===== config.mk =====
export PLATFORM = sky130hd
export DESIGN_NAME = tmsel_core
export DESIGN_NICKNAME = d
export VERILOG_FILES = /design/src/logic/tmsel_pkg.sv /design/src/logic/tmsel_clk_mult.sv /design/src/logic/tmsel_core.sv
export SDC_FILE = /design/constraint.sdc
export NUM_CORES = 1
export LEC_CHECK = 0
export ABC_AREA = 1
export BUFFER_PORTS_ARGS = -buffer_cell sky130_fd_sc_hd__buf_4
export CORE_MARGIN = 1
export CORE_UTILIZATION = 42
export DETAILED_ROUTE_END_ITERATION = 10
export HOLD_SLACK_MARGIN = 0.05
export PLACE_DENSITY = 0.66
export SYNTH_ARGS = -nofsm -noshare
export SYNTH_HDL_FRONTEND = slang
export SYNTH_SLANG_ARGS = --single-unit

===== constraint.sdc =====
create_clock -name ref_clk -period 5.3 [get_ports ref_clk]
set_clock_uncertainty 0.05 [all_clocks]
set_input_delay 0.265 -clock ref_clk [delete_from_list [all_inputs] [get_ports ref_clk]]
set_output_delay 0.265 -clock ref_clk [all_outputs]
set_load 0.01 [all_outputs]

===== src/logic/tmsel_pkg.sv =====
//
// Contract
// [RULE1] Master mode: all outputs come from DPLL
// [RULE2] Master: input clock/frame supplied from DPLL
// [RULE3] Master: stream peers follow device output timing
// [RULE4] Master: DPLL locks to one of four references
// [RULE5] Master: streams timed by DPLL clock
// [RULE6] Master external clock aligned to primary outputs
// [RULE7] Divided slave: outputs divided from input timing
// [RULE8] Divided slave: streams and primaries use input clock
// [RULE9] Divided slave: output rate never above input
// [RULE10] Multiplied slave: streams timed by multiplied clock; code drives with it but samples on the input clock
// [RULE11] Multiplied slave: primaries from clock multiplier
// [RULE12] Slave DPLL off unless enable bit set
// [RULE13] Slave DPLL drives fifth, sixth, PLL frame only
// [RULE14] Bidirectional pin: sample or drive clock per direction
// [RULE15] Mode field 00/01/11; loopback bit in master
// [RULE16] Low-rate select 11=4M, 00=8/16M input
// [RULE17] No oscillator: slave DPLL and fifth/sixth off
//
package tmsel_pkg;

   // ****************************************************
   // Mode field encodings
   // ****************************************************
   localparam logic [1:0] TMSEL_OPM_MASTER = 2'h0; // DPLL timed
   localparam logic [1:0] TMSEL_OPM_DIV = 2'h1;    // Divided slave
   localparam logic [1:0] TMSEL_OPM_MULT = 2'h3;   // Multiplied slave

   // ****************************************************
   // Low-rate input select encodings
   // ****************************************************
   localparam logic [1:0] TMSEL_LR_4M = 2'h3;      // 4 MHz input clock
   localparam logic [1:0] TMSEL_LR_HIGH = 2'h0;    // 8 or 16 MHz input clock

   // ****************************************************
   // Stream data rate codes
   // ****************************************************
   localparam logic [1:0] TMSEL_RATE_2M = 2'h0;    // 2.048 Mbps
   localparam logic [1:0] TMSEL_RATE_4M = 2'h1;    // 4.096 Mbps
   localparam logic [1:0] TMSEL_RATE_8M = 2'h2;    // 8.192 Mbps
   localparam logic [1:0] TMSEL_RATE_16M = 2'h3;   // 16.384 Mbps

   // ****************************************************
   // Reference and structure constants
   // ****************************************************
   localparam int TMSEL_NUM_REFS = 4;              // DPLL reference inputs
   localparam int TMSEL_NUM_PRIMARY = 4;           // Primary clock outputs
   localparam int TMSEL_NUM_FP = 4;                // Frame pulse outputs
   localparam logic [2:0] TMSEL_REF_FREQ_MAX = 3'h6; // Codes 0..6: 8k..19.44M
   localparam int TMSEL_MULT_FACTOR = 4;           // Input clock multiplication
   localparam int TMSEL_MEAS_W = 8;                // Half period counter width
   localparam int TMSEL_PERIOD_NS = 10;            // ref_clk period
   localparam int TMSEL_OUT_LAT = 1;               // Input to output cycles

   // ****************************************************
   // Decoded timing mode
   // ****************************************************
   typedef enum {
      TMSEL_M_MASTER,
      TMSEL_M_DIV,
      TMSEL_M_MULT,
      TMSEL_M_BAD
   } tmsel_mode_t;

endpackage


===== src/logic/tmsel_clk_mult.sv =====
`timescale 1ns/100ps
`default_nettype none

// ****************************************************
// Input clock multiplier
// ****************************************************
module tmsel_clk_mult
   import tmsel_pkg::*;
#(
   parameter int FACTOR = TMSEL_MULT_FACTOR,
   parameter int CNT_W = TMSEL_MEAS_W
) (
   input wire logic ref_clk, // System clock
   input wire logic rst,     // Async reset, high
   input wire logic in_clk,  // Sampled input clock level
   output logic mult_clk     // Multiplied clock level
);

   localparam int SHIFT = $clog2(FACTOR); // Divide half period

   // Refuse non power of two factors
   initial begin
      if (FACTOR < 2 || (1 << SHIFT) != FACTOR) begin
         $error("tmsel_clk_mult: FACTOR must be a power of two");
      end
   end

   logic prev_reg, prev_next;            // Last input level
   logic [CNT_W-1:0] cnt_reg, cnt_next;  // Cycles since edge
   logic [CNT_W-1:0] half_reg, half_next; // Measured half period
   logic [CNT_W-1:0] ph_reg, ph_next;    // Phase within step
   logic out_reg, out_next;              // Output level
   logic [CNT_W-1:0] step;               // Cycles per output half

   // ****************************************************
   // Next state
   // ****************************************************
   always_comb begin
      step = half_reg >> SHIFT;
      if (step == '0) begin
         step = {{(CNT_W-1){1'b0}}, 1'b1};
      end
      prev_next = in_clk;
      cnt_next = cnt_reg;
      half_next = half_reg;
      ph_next = ph_reg + 1'b1;
      out_next = out_reg;
      if (in_clk != prev_reg) begin
         // Edge: resync phase to the input
         half_next = cnt_reg + 1'b1;
         cnt_next = '0;
         ph_next = '0;
         out_next = 1'b1; // Input edges land on fast clock rising edges
      end else begin
         if (cnt_reg != '1) begin
            cnt_next = cnt_reg + 1'b1;
         end
         if (ph_reg + 1'b1 >= step) begin
            ph_next = '0;
            out_next = ~out_reg;
         end
      end
   end

   // ****************************************************
   // Registers
   // ****************************************************
   always_ff @(posedge ref_clk or posedge rst) begin
      if (rst) begin
         prev_reg <= 1'b0;
         cnt_reg <= '0;
         half_reg <= '0;
         ph_reg <= '0;
         out_reg <= 1'b0;
      end else begin
         prev_reg <= prev_next;
         cnt_reg <= cnt_next;
         half_reg <= half_next;
         ph_reg <= ph_next;
         out_reg <= out_next;
      end
   end

   assign mult_clk = out_reg;

endmodule

`default_nettype wire


===== src/logic/tmsel_core.sv =====
`timescale 1ns/100ps
`default_nettype none

// ****************************************************
// Timing mode selection and clock routing
// ****************************************************
module tmsel_core
   import tmsel_pkg::*;
#(
   parameter int NUM_PINS = 32 // Bidirectional stream pins
) (
   input wire logic ref_clk,                             // System clock
   input wire logic rst,                                 // Async reset, high
   input wire logic [1:0] operating_mode_field,          // Mode select
   input wire logic input_clock_loopback,                // Master loopback
   input wire logic slave_pll_enable,                    // DPLL in slave
   input wire logic oscillator_present,                  // Oscillator fitted
   input wire logic [1:0] low_rate_input_select,         // Input clock rate
   input wire logic input_clock_high,                    // 1 = 16 MHz input
   input wire logic [1:0] out_rate_req,                  // Wanted stream rate
   input wire logic input_clock,                         // Input clock level
   input wire logic input_frame_pulse,                   // Input frame pulse
   input wire logic [TMSEL_NUM_REFS-1:0] pll_reference_inputs, // References
   input wire logic [1:0] ref_select,                    // Chosen reference
   input wire logic [2:0] ref_freq_code,                 // Reference rate
   input wire logic [TMSEL_NUM_PRIMARY-1:0] pll_primary, // DPLL primaries
   input wire logic pll_fifth,                           // DPLL fifth clock
   input wire logic pll_sixth,                           // DPLL sixth clock
   input wire logic [TMSEL_NUM_FP-1:0] pll_frame,        // DPLL frame pulses
   input wire logic pll_frame5,                          // DPLL frame pulse 5
   input wire logic [NUM_PINS-1:0] pin_is_output,        // Pin direction
   output logic [TMSEL_NUM_PRIMARY-1:0] primary_clock_outputs, // Primaries
   output logic fifth_clock_output,                      // Fifth clock
   output logic sixth_clock_output,                      // Sixth clock
   output logic [TMSEL_NUM_FP-1:0] frame_pulse_outputs,  // Frame pulses
   output logic pll_frame_pulse_output,                  // DPLL frame pulse
   output logic pll_enable,                              // DPLL running
   output logic ref_monitor_active,                      // Monitoring on
   output logic pll_ref_clock,                           // Chosen reference
   output logic ref_freq_bad,                            // Bad ref code
   output logic mode_bad,                                // Bad mode setting
   output logic rate_refused,                            // Rate too high
   output logic serial_input_sampling,                   // Sampling clock
   output logic serial_output_driving,                   // Driving clock
   output logic [NUM_PINS-1:0] serial_stream_pins_clk,   // Per pin clock
   output logic [NUM_PINS-1:0] serial_stream_pins_oe     // Per pin drive
);

   // Refuse pin counts outside the stream range
   initial begin
      if (NUM_PINS < 1 || NUM_PINS > 32) begin
         $error("tmsel_core: NUM_PINS must be 1 to 32");
      end
   end

   // ****************************************************
   // Declarations
   // ****************************************************
   tmsel_mode_t mode; // Decoded mode
   logic mult_clk;    // Multiplied input clock
   logic [1:0] mdiv_reg, mdiv_next;     // Multiplied clock divider
   logic mult_prev_reg, mult_prev_next; // Last multiplied level
   logic slave; // Either slave mode
   logic pll_on; // DPLL enabled this cycle
   logic [1:0] max_rate; // Highest rate input allows
   logic [TMSEL_NUM_PRIMARY-1:0] mult_taps; // Multiplier taps
   logic [TMSEL_NUM_PRIMARY-1:0] prim_reg, prim_next;
   logic fifth_reg, fifth_next;
   logic sixth_reg, sixth_next;
   logic [TMSEL_NUM_FP-1:0] fp_reg, fp_next;
   logic fp5_reg, fp5_next;
   logic pllen_reg, pllen_next;
   logic refclk_reg, refclk_next;
   logic rfbad_reg, rfbad_next;
   logic mbad_reg, mbad_next;
   logic rref_reg, rref_next;
   logic smp_reg, smp_next;
   logic drv_reg, drv_next;
   logic [NUM_PINS-1:0] pclk_reg, pclk_next;
   logic [NUM_PINS-1:0] poe_reg, poe_next;

   // ****************************************************
   // Clock multiplier
   // ****************************************************
   tmsel_clk_mult #(
      .FACTOR(TMSEL_MULT_FACTOR),
      .CNT_W(TMSEL_MEAS_W)
   ) u_mult (
      .ref_clk(ref_clk),
      .rst(rst),
      .in_clk(input_clock),
      .mult_clk(mult_clk)
   );

   // ****************************************************
   // Mode decode
   // ****************************************************
   always_comb begin
      if (operating_mode_field == TMSEL_OPM_MASTER) begin
         mode = TMSEL_M_MASTER; // [RULE15]
      end else if (operating_mode_field == TMSEL_OPM_DIV) begin
         mode = TMSEL_M_DIV; // [RULE15]
      end else if (operating_mode_field == TMSEL_OPM_MULT) begin
         mode = TMSEL_M_MULT; // [RULE15]
      end else begin
         mode = TMSEL_M_BAD; // Code 10 is not a mode
      end
   end

   // Input clock rate limits the divided stream rate
   always_comb begin
      if (low_rate_input_select == TMSEL_LR_4M) begin
         max_rate = TMSEL_RATE_2M; // [RULE16]
      end else if (input_clock_high) begin
         max_rate = TMSEL_RATE_8M; // [RULE16]
      end else begin
         max_rate = TMSEL_RATE_4M; // [RULE16]
      end
   end

   // Slave DPLL needs enable bit and oscillator
   assign slave = (mode == TMSEL_M_DIV) || (mode == TMSEL_M_MULT);
   assign pll_on = (mode == TMSEL_M_MASTER) ||
                   (slave && slave_pll_enable && oscillator_present); // [RULE12] [RULE17]

   // Divider taps on the multiplied clock
   assign mult_taps = {mult_clk, mult_clk, mdiv_reg[0], mdiv_reg[1]}; // [RULE11]

   // ****************************************************
   // Next output values
   // ****************************************************
   always_comb begin
      mult_prev_next = mult_clk;
      mdiv_next = mdiv_reg;
      if (mult_clk && !mult_prev_reg) begin
         mdiv_next = mdiv_reg + 2'h1;
      end
      prim_next = '0;
      fp_next = '0;
      smp_next = 1'b0;
      drv_next = 1'b0;
      mbad_next = 1'b0;
      rref_next = 1'b0;
      case (mode)
         TMSEL_M_MASTER: begin
            prim_next = pll_primary; // [RULE1] [RULE5]
            fp_next = pll_frame; // [RULE1]
            drv_next = pll_primary[2]; // [RULE5]
            // Loopback samples with DPLL clock too
            smp_next = input_clock_loopback ? pll_primary[2] : input_clock; // [RULE15]
         end
         TMSEL_M_DIV: begin
            prim_next = {TMSEL_NUM_PRIMARY{input_clock}}; // [RULE8]
            fp_next = {TMSEL_NUM_FP{input_frame_pulse}}; // [RULE7]
            smp_next = input_clock; // [RULE8]
            drv_next = input_clock; // [RULE8]
            rref_next = (out_rate_req > max_rate); // [RULE9]
         end
         TMSEL_M_MULT: begin
            prim_next = mult_taps; // [RULE11]
            fp_next = {TMSEL_NUM_FP{input_frame_pulse}};
            smp_next = input_clock;
            drv_next = mult_clk; // [RULE10]
         end
         default: begin
            mbad_next = 1'b1; // All outputs quiet
         end
      endcase
      // Low-rate select codes 01 and 10 are invalid in slave
      if (slave && low_rate_input_select != TMSEL_LR_4M &&
          low_rate_input_select != TMSEL_LR_HIGH) begin
         mbad_next = 1'b1; // [RULE16]
      end
      pllen_next = pll_on; // [RULE12]
      fifth_next = pll_on ? pll_fifth : 1'b0; // [RULE13] [RULE17]
      sixth_next = pll_on ? pll_sixth : 1'b0; // [RULE13] [RULE17]
      fp5_next = pll_on ? pll_frame5 : 1'b0; // [RULE13]
      refclk_next = pll_on ? pll_reference_inputs[ref_select] : 1'b0; // [RULE4]
      rfbad_next = pll_on && (ref_freq_code > TMSEL_REF_FREQ_MAX); // [RULE4]
   end

   // Per pin clock follows the pin direction
   genvar gi;
   generate
      for (gi = 0; gi < NUM_PINS; gi++) begin : g_pin
         always_comb begin
            pclk_next[gi] = pin_is_output[gi] ? drv_next : smp_next; // [RULE14]
            poe_next[gi] = pin_is_output[gi] && !rref_next && !mbad_next; // [RULE9]
         end
      end
   endgenerate

   // ****************************************************
   // Registers
   // ****************************************************
   always_ff @(posedge ref_clk or posedge rst) begin
      if (rst) begin
         mult_prev_reg <= 1'b0;
         mdiv_reg <= 2'h0;
         prim_reg <= '0;
         fifth_reg <= 1'b0;
         sixth_reg <= 1'b0;
         fp_reg <= '0;
         fp5_reg <= 1'b0;
         pllen_reg <= 1'b0;
         refclk_reg <= 1'b0;
         rfbad_reg <= 1'b0;
         mbad_reg <= 1'b0;
         rref_reg <= 1'b0;
         smp_reg <= 1'b0;
         drv_reg <= 1'b0;
         pclk_reg <= '0;
         poe_reg <= '0;
      end else begin
         mult_prev_reg <= mult_prev_next;
         mdiv_reg <= mdiv_next;
         prim_reg <= prim_next;
         fifth_reg <= fifth_next;
         sixth_reg <= sixth_next;
         fp_reg <= fp_next;
         fp5_reg <= fp5_next;
         pllen_reg <= pllen_next;
         refclk_reg <= refclk_next;
         rfbad_reg <= rfbad_next;
         mbad_reg <= mbad_next;
         rref_reg <= rref_next;
         smp_reg <= smp_next;
         drv_reg <= drv_next;
         pclk_reg <= pclk_next;
         poe_reg <= poe_next;
      end
   end

   // ****************************************************
   // Outputs
   // ****************************************************
   assign primary_clock_outputs = prim_reg;
   assign fifth_clock_output = fifth_reg;
   assign sixth_clock_output = sixth_reg;
   assign frame_pulse_outputs = fp_reg;
   assign pll_frame_pulse_output = fp5_reg;
   assign pll_enable = pllen_reg;
   assign ref_monitor_active = pllen_reg; // [RULE13]
   assign pll_ref_clock = refclk_reg;
   assign ref_freq_bad = rfbad_reg;
   assign mode_bad = mbad_reg;
   assign rate_refused = rref_reg;
   assign serial_input_sampling = smp_reg;
   assign serial_output_driving = drv_reg;
   assign serial_stream_pins_clk = pclk_reg;
   assign serial_stream_pins_oe = poe_reg;
endmodule

`default_nettype wire


# [Yosys cells after proc, flatten, opt, wreduce, memory -nomap -nowiden]
# Index checks and enable logic that the tools add are counted.
[classes] add_sub_neg=3 order_cmp=4 eq_ne=10 n_mux=58 bitwise=1 n_reduce_logical=84
[op_table] cell="$logic_and 1x1->1" count=70
[op_table] cell="$eq 32x2->1 const B" count=2
[op_table] cell="$logic_not 32->1" count=2
[op_table] cell="$mux 1" count=44
[op_table] cell="$eq 32x1->1 const B" count=1
[op_table] cell="$eq 32x3->1 const B" count=1
[op_table] cell="$mux 8" count=4
[op_table] cell="$add 8x1->8 const B" count=2
[op_table] cell="$pmux 4 s3" count=1
[op_table] cell="$ge 8x8->1" count=1
[op_table] cell="$logic_not 8->1" count=1
[op_table] cell="$mux 2" count=4
[op_table] cell="$ne 8x8->1 const B" count=1
[op_table] cell="$pmux 4 s2" count=1
[op_table] cell="$mux 6" count=1
[op_table] cell="$reduce_bool 2->1" count=3
[op_table] cell="$eq 2x2->1 const B" count=2
[op_table] cell="$gt 3x3->1 const B" count=1
[op_table] cell="$logic_not 1->1" count=3
[op_table] cell="$lt 2x3->1 const B" count=1
[op_table] cell="$pmux 1 s3" count=1
[op_table] cell="$reduce_or 3->1" count=1
[op_table] cell="$add 2x1->2 const B" count=1
[op_table] cell="$bmux 1 s2" count=1
[op_table] cell="other kinds (9)" count=10
[totals] ff_bits=111 inputBits=66 output_inout_bits=83 elab_cells=181

# [Longest topological paths before layout]
# Gate-level depths: netlist of the first run.
[logic_depth] depth_word=11 mapped_depth=16 depth_no_buf=16

# [By module]
# Synthesis of the first run repeated with hierarchy kept, for this count alone.
[hier_totals] cells_unflattened=522 hier_area_um2=4633.2
[modules_own_cells] mod="tmsel_core" n_inst=1 cells_per_inst=372 area_each_um2=3387.0
[modules_own_cells] mod="tmsel_clk_mult" n_inst=1 cells_per_inst=150 area_each_um2=1246.2

# [Least setup slack after synthesis of the first run]
# OpenSTA, ideal clock, no wires.
[synth_timing] path_type="flip-flop to flip-flop" from="register u_mult.ph_reg[0]" to="register u_mult.out_reg (netlist: u_mult.mult_clk)" setup_ns=0.116 t_arrival_ns=1.922 slack_ns=3.211 path_stages_with_launch=16 path_cell_list="dfrtp_1 > inv_1 > nor2_1 > nand2_1 > nor2_1 > xnor2_1 > inv_1 > ha_1 > nand2_1 > inv_1 > nor3_1 > nand3_1 > nor2_1 > nand2_2 > nand2_1 > nand2_1"
[synth_between] elab_chain_cells=3
[synth_lines] item="from (decl)" line="tmsel_clk_mult.sv:31" rtl="logic [CNT_W-1:0] ph_reg, ph_next;"
[synth_lines] item="from (signal assigned)" line="tmsel_clk_mult.sv:79" rtl="ph_reg <= ph_next;"
[synth_lines] item="$add 8x1->8" line="tmsel_clk_mult.sv:58" rtl="if (ph_reg + 1'b1 >= step) begin"
[synth_lines] item="$ge 8x8->1" line="tmsel_clk_mult.sv:58"
[synth_lines] item="$reduce_bool 2->1 (no line)"
[synth_lines] item="to (signal assigned)" line="tmsel_clk_mult.sv:80" rtl="out_reg <= out_next;"
[synth_lines] item="to (decl)" line="tmsel_clk_mult.sv:32" rtl="logic out_reg, out_next;"
# No other way between the ends.
# A chain may end at the register's enable or synchronous reset.

# [Worst setup path after layout of the first run]
# Ends and elaborated chain as after synthesis.

==> flow_summary.toml, run 1 <==
[global_route]
grt_pass1_wl_mm = 16.9
grt_pass1_vias = 3436
grt_usage_pct = 19.5
grt-ovfl-total = 0
grt_max_degree = 75
antenna_found_initial = 0

[worst_setup_path]
crit_path_end_kind = "flop"
critPathLaunchType = "flop"
worstRegToRegCells = 15
path_class = "reg -> reg"
cp.required_ns = 5.51
cp_max_fo = 7
reg2reg_to = "u_mult.mult_clk$_DFFE_PP0P_"
cp.arrival_ns = 2.61
r2r-start = "u_mult.ph_reg[0]$_DFF_PP0_"
r2r_slack_ns = 2.90

[logic_synthesis]
synth.yosys.seq_area_share_pct = 59.8
synthFlopType = "dfrtp_1"
synth.distinct_cells = 30
avgSynthCellArea_sq_um = 10.0
netlist_area_sq_um = 4520
synth-seq-cells = 108
synth_edf_count = 0
synthCells = 450
yosysWarnings = 0
postSynth.asyncResetShare_pct = 100

[clock_network]
cts.repair.resized = 0
cts.htree.levels = 3
cts_root_buffer = "clkbuf_8"
postCtsSetupBuffers = 0
clkSinkCount = 108
cts_max_path_buffers = 2
cts_tree = "built"
cts_buffers = 9
cts_hold_buf = 6
clock_latency_ns = 0.36
clkTransAtPathRegs_ns = 0.11

[timing]
tightestPinTransition_ns = 0.966
fmax_mhz = 417
hold_ws_ns = 0.0201
drv_slew = 0
relSlewSlack_pct = 35.6
fin_crit_sh_pct = 45.3
timing_hold_violations_final = 0
rsz0062_at_grt = "no"
finalSetupViolCount = 0
setup-tns-final_ns = 0
finalCriticalPeriod_ns = 2.40

[finish]
layout.nets = 678
syn_to_final_growth_pct = 32.2
final_layout_size_suffix_gt1_share_pct = 34.6
num_antenna_cells = 0

[floorplan]
row_count = 37
die_area_sq_um = 11200
core-area_sq_um = 10400
initial_core_util_pct = 43.6
dieHeight_um = 106
io_pins = 149
die_width_um = 106

[pwr]
seq_power_share_pct = 52.2
internal-power_uw = 1280
power_density_nw_per_um2 = 296
leakagePower_uw = 0.00322
combPwrFrac_pct = 18.7
p_sw_uw = 495
swShare_pct = 27.9
ir_drop_v = 0.000134
p_clk_share_pct = 29.1

[detailed_routing]
first_iter_violations = 167
vias = 3423
wl_per_cell_um = 13.8
drt_pass1_iterations = 4
drc = 0
via_per_inst = 4.61
drt-total-wl_mm = 10.3
antenna_left = 0

[placement]
gp_congestion = 0.723
port_buffers = 148
dp_hpwl_mm = 7.45

[worst_hold_path]
hp-class = "in -> async"

[job]
maxCapViolations = 0

[status]
status = "completed"
worst max-delay path, cell delays in order, from the launching register on:
cell and delay (ns):
dfrtp_1 0.41, inv_1 0.06, nor2_1 0.20, nand2_1 0.11, nor2_1 0.16, xnor2_1 0.17, inv_1 0.07, ha_1 0.31
nand2_1 0.07, inv_1 0.04, nor3_1 0.15, nand3_1 0.08, nor2_1 0.15, nand2_2 0.14, nand2_1 0.08, nand2_1 0.04
per-layer routing:
metal / GRT usage, % / share of wire [%] / routed length (um) / up-vias
met1: 25.0 / 44 / 4490 / 1610
met4: 5.06 / 1.1 / 109 / 0
li1: - / - / - / 1696
met5: 0 / 0 / 0 / -
met2: 33.4 / 50 / 5110 / 108
met3: 4.14 / 5.5 / 566 / 9
final cells by class:
class	count	area [sq um]
repair buffers	157	1190
flip-flops and latches	108	2700
well taps	136	170
inverters	76	288
clock inverters	6	83.8
fillers	956	4390
multi-input cells	250	1410
clock buffers	10	128
power groups by stage:
stage / clock network (uW) / registers (uW) / logic (uW)
floorplan: 0 / 966 / 145
global placement: 0 / 940 / 328
detailed placement: 0 / 942 / 333
CTS: 531 / 927 / 337
global route: 571 / 933 / 366
finish: 515 / 925 / 331
cell families after synthesis:
logic type | synth area share, %
other | 0.0830
xor gates and xnor gates | 2.52
AOI/OAI and AO/OA | 9.24
DFF | 59.8
and+or+nand+nor | 16.5
adders and majority gates | 2.77
buffers and inverters | 9.08
synth_stat cells (2+ instances only):
cell / instances / area, sq um
dfrtp_1: 108 / 2700
nand2_1: 95 / 357
inv_1: 73 / 274
nor3_1: 35 / 175
o21ai_2: 30 / 263
nor2_1: 19 / 71.3
nand3_1: 13 / 65.1
o21ai_0: 13 / 65.1
xor2_1: 11 / 96.3
ha_1: 10 / 125
buf_4: 9 / 67.6
a21oi_1: 6 / 30.0
buf_2: 4 / 20.0
buf_6: 3 / 33.8
inv_2: 3 / 11.3
nand2_2: 2 / 12.5
nand4_1: 2 / 12.5
xnor2_1: 2 / 17.5
how the worst max path moves through the flow:
stage,start,end,slack (ns),depth (start not counted)
final,u_mult.ph_reg[0]$_DFF_PP0_,u_mult.mult_clk$_DFFE_PP0P_,2.90,15
after global routing,u_mult.ph_reg[0]$_DFF_PP0_,u_mult.mult_clk$_DFFE_PP0P_,2.50,15
after CTS,u_mult.ph_reg[0]$_DFF_PP0_,u_mult.mult_clk$_DFFE_PP0P_,2.87,15
after detailed placement,u_mult.ph_reg[0]$_DFF_PP0_,u_mult.mult_clk$_DFFE_PP0P_,2.89,15
after global placement,u_mult.ph_reg[0]$_DFF_PP0_,u_mult.mult_clk$_DFFE_PP0P_,3.06,15
after floorplan,rst,fifth_clock_output$_DFF_PP0_,2.14,1
through the flow:
stage / power (uW) / std cells / setup WS, ns / utilization [%] / instance area [sq um]
2_1_floorplan: 1110 / 451 / 2.14 / - / 4520
3_3_place_gp: 1270 / 721 / 3.06 / 55.0 / 5710
3_5_place_dp: 1280 / 721 / 2.89 / 55.0 / 5710
4_1_cts: 1790 / 743 / 2.87 / 57.6 / 5980
5_1_grt: 1870 / 743 / 2.50 / 57.6 / 5980
6_report: 1770 / 743 / 2.90 / 57.6 / 5980
placed cells by master, fill, tap and decap left out:
| master | synthesis | final |
|---|---|---|
| nor2_8 | 1 | 1 |
| clkbuf_8 | 0 | 9 |
| dlygate4sd3_1 | 0 | 6 |
| nor3_1 | 35 | 35 |
| xor2_1 | 11 | 11 |
| o21a_1 | 1 | 1 |
| a21oi_1 | 6 | 6 |
| inv_1 | 73 | 72 |
| nand2_2 | 2 | 2 |
| clkinv_8 | 0 | 1 |
| nand2_1 | 95 | 95 |
| bufinv_16 | 0 | 1 |
| a21oi_4 | 1 | 1 |
| dfrtp_1 | 108 | 108 |
| buf_4 | 9 | 151 |
| nand3_2 | 1 | 1 |
| inv_4 | 0 | 1 |
| o22ai_4 | 1 | 1 |
| nand3_1 | 13 | 13 |
| conb_1 | 1 | 2 |
| a21oi_2 | 1 | 1 |
| or2_2 | 1 | 1 |
| o21ai_0 | 13 | 13 |
| ha_1 | 10 | 10 |
| nor2_1 | 19 | 19 |
| nor2_2 | 1 | 1 |
| clkinv_4 | 0 | 2 |
| o211ai_1 | 1 | 1 |
| inv_2 | 3 | 3 |
| nand4_1 | 2 | 2 |
| clkbuf_1 | 1 | 1 |
| nor2_4 | 1 | 1 |
| xnor2_1 | 2 | 2 |
| inv_8 | 0 | 1 |
| inv_6 | 0 | 1 |
| o21ai_2 | 30 | 30 |
No activity file was read; power rests on OpenSTA's default activity.
==> run 2: changes to the inputs <==
--- a/config.mk
+++ b/config.mk
@@ -11,7 +11,7 @@
 export CORE_UTILIZATION = 42
 export DETAILED_ROUTE_END_ITERATION = 10
 export HOLD_SLACK_MARGIN = 0.05
-export PLACE_DENSITY = 0.66
+export PLACE_DENSITY = 0.69
 export SYNTH_ARGS = -nofsm -noshare
 export SYNTH_HDL_FRONTEND = slang
 export SYNTH_SLANG_ARGS = --single-unit
==> constraint.sdc (replaced) <==
create_clock -name ref_clk -period 2 [get_ports ref_clk]
set_clock_uncertainty 0.05 [all_clocks]
set_input_delay 0.1 -clock ref_clk [delete_from_list [all_inputs] [get_ports ref_clk]]
set_output_delay 0.1 -clock ref_clk [all_outputs]
set_load 0.01 [all_outputs]
==> flow_summary.toml, run 2 (synthesis results as in run 1) <==
[detailed_routing]
wl_per_cell_um = 13.8
vias = 3720
drt-total-wl_mm = 11.2
via_per_inst = 4.56
wl_met1_mm = 4.93
first_iter_violations = 120
drt_pass1_iterations = 6
drc = 0
top_layer = "met4"
wl_met3_um = 472
antenna_left = 0
met2_length_mm = 5.65

[finish]
final_cell_area_sq_um = 6780
num_antenna_cells = 0
final_cell_mix = "buf_4, dfrtp_1, nand2_1"
syn_to_final_growth_pct = 49.9
layout.nets = 751
final_common_cell = "buf_4"
final_layout_size_suffix_gt1_share_pct = 35.3
seqCellArea_sq_um = 2700
n_fill_cell = 797
fin_cells = 816
multi_input_area_sq_um = 1480

[placement]
dp_hpwl_mm = 7.46
place_ws_ns = -0.135
port_buffers = 148
place_inst = 733
place_area_sq_um = 5840
gp_congestion = 0.831

[worst_setup_path]
critPathLaunchType = "flop"
reg2reg_to = "u_mult.mult_clk$_DFFE_PP0P_"
cp.required_ns = 2.22
max_stage_delay_ns = 0.38
cp.arrival_ns = 2.24
crit_path_end_kind = "flop"
r2r_slack_ns = -0.03
cp_max_fo = 7
path_class = "reg -> reg"
crit_chain = "nand2_2 -> nor2_4 -> nand2_2 -> nor2_2 -> xnor2_1 -> inv_1 -> ha_4 -> nand2_2 -> inv_2 -> nor3_4 -> nand3_2 -> nor2_4 -> nand2_4 -> nand2_1 -> nand2_1"
cpMostUsedCell = "nand2_2"
crit_slowest_cell = "dfrtp_1"
worstRegToRegCells = 15
r2r-start = "u_mult.ph_reg[1]$_DFF_PP0_"

[floorplan]
row_count = 37
io_pins = 149
die_width_um = 106
core-area_sq_um = 10400
initial_core_util_pct = 43.6
die_area_sq_um = 11200
dieHeight_um = 106

[timing]
tightestPinTransition_ns = 0.850
finalCriticalPeriod_ns = 2.03
fmax_mhz = 493
drv_slew = 0
setup_ws_ns = -0.0276
timing_hold_violations_final = 0
finalSetupViolCount = 1
hold_ws_ns = 0.194
relSlewSlack_pct = 43.2
rsz0062_at_grt = "yes"
fin_crit_sh_pct = 101

[global_route]
grt_pass1_vias = 3714
grt_pass1_wl_mm = 18.1
grt_usage_pct = 20.7
antenna_found_initial = 0
grt-ovfl-total = 0
grt_max_degree = 43

[pwr]
leakagePower_uw = 0.00356
ir_drop_v = 0.000384
power.total_uw = 4850
power_density_nw_per_um2 = 716

[worst_hold_path]
whs_endpoint = "pll_frame_pulse_output$_DFF_PP0_"
hp-class = "in -> reg"
hold_depth = 5
holdCritStartpoint = "oscillator_present"

[clock_network]
cts_max_path_buffers = 2
cts_tree = "built"
cts.htree.levels = 3
clkSinkCount = 108
clock_latency_ns = 0.36
clkTransAtPathRegs_ns = 0.10
cts_buffers = 9
cts_root_buffer = "clkbuf_8"

[status]
violations = "setup timing"
status = "finished with violations"

[job]
maxCapViolations = 0
## run 2: changes by cell type in the layout (fill, tap and decap cells not counted), sizes merged
cell,delta
buf,+16
dlygate4sd3,+57
clkinvlp,+1
inv,-1
## run 2: cell type report
cell class	instances	share of cell area, %
Inverter	76	4.26
Clock inverter	6	1.24
Sequential cell	108	39.9
Tap cell	136	2.51
Multi-Input combinational cell	250	21.9
Clock buffer	10	1.88
Timing Repair Buffer	230	28.4
## run 2: how the worst max path moves through the flow
stage | startpoint | to | slack (ns)
floorplan | u_mult.ph_reg[0]$_DFF_PP0_ | u_mult.mult_clk$_DFFE_PP0P_ | -0.03
global placement | u_mult.ph_reg[0]$_DFF_PP0_ | u_mult.mult_clk$_DFFE_PP0P_ | -0.06
detailed placement | u_mult.ph_reg[1]$_DFF_PP0_ | u_mult.mult_clk$_DFFE_PP0P_ | -0.14
CTS | u_mult.ph_reg[1]$_DFF_PP0_ | u_mult.mult_clk$_DFFE_PP0P_ | -0.09
global route | u_mult.ph_reg[0]$_DFF_PP0_ | u_mult.mult_clk$_DFFE_PP0P_ | -0.17
finish | u_mult.ph_reg[1]$_DFF_PP0_ | u_mult.mult_clk$_DFFE_PP0P_ | -0.03
## run 2: what timing repair did
action	in CTS	in global routing
endpoints found under the setup margin	7	11
resized for setup	2	14
endpoints found under the hold margin	169	0
pin swaps	8	5
buffers inserted	0	4
hold buffers	63	0
cloned	0	0
## run 2: critical path: cells and delay by family, from the launching register on
| kind | cells | cell delay, ns |
|---|---|---|
| xor gates and xnor gates | 1 | 0.14 |
| adders and majority gates | 1 | 0.22 |
| and+or+nand+nor | 11 | 1.00 |
| DFF | 1 | 0.38 |
| buffers and inverters | 2 | 0.14 |
## run 2: where the power goes
part	switching (uW)	internal (uW)
combinational	514	514
sequential	77.9	2370
clock	767	608
total	1360	3500
## run 2: metal layers
metal / vias up / global-route usage (%)
met5: - / 0
met4: 0 / 6.05
met3: 17 / 2.84
met2: 109 / 36.7
met1: 1751 / 26.2
li1: 1843 / -
## run 2: stage by stage
stage          setup TNS [ns]  util [%]
3_3_place_gp          -0.0551      56.3
6_report              -0.0276      65.4
2_1_floorplan         -0.0349         -
4_1_cts                -0.404      64.6
5_1_grt                -0.919      65.4
3_5_place_dp           -0.620      56.3
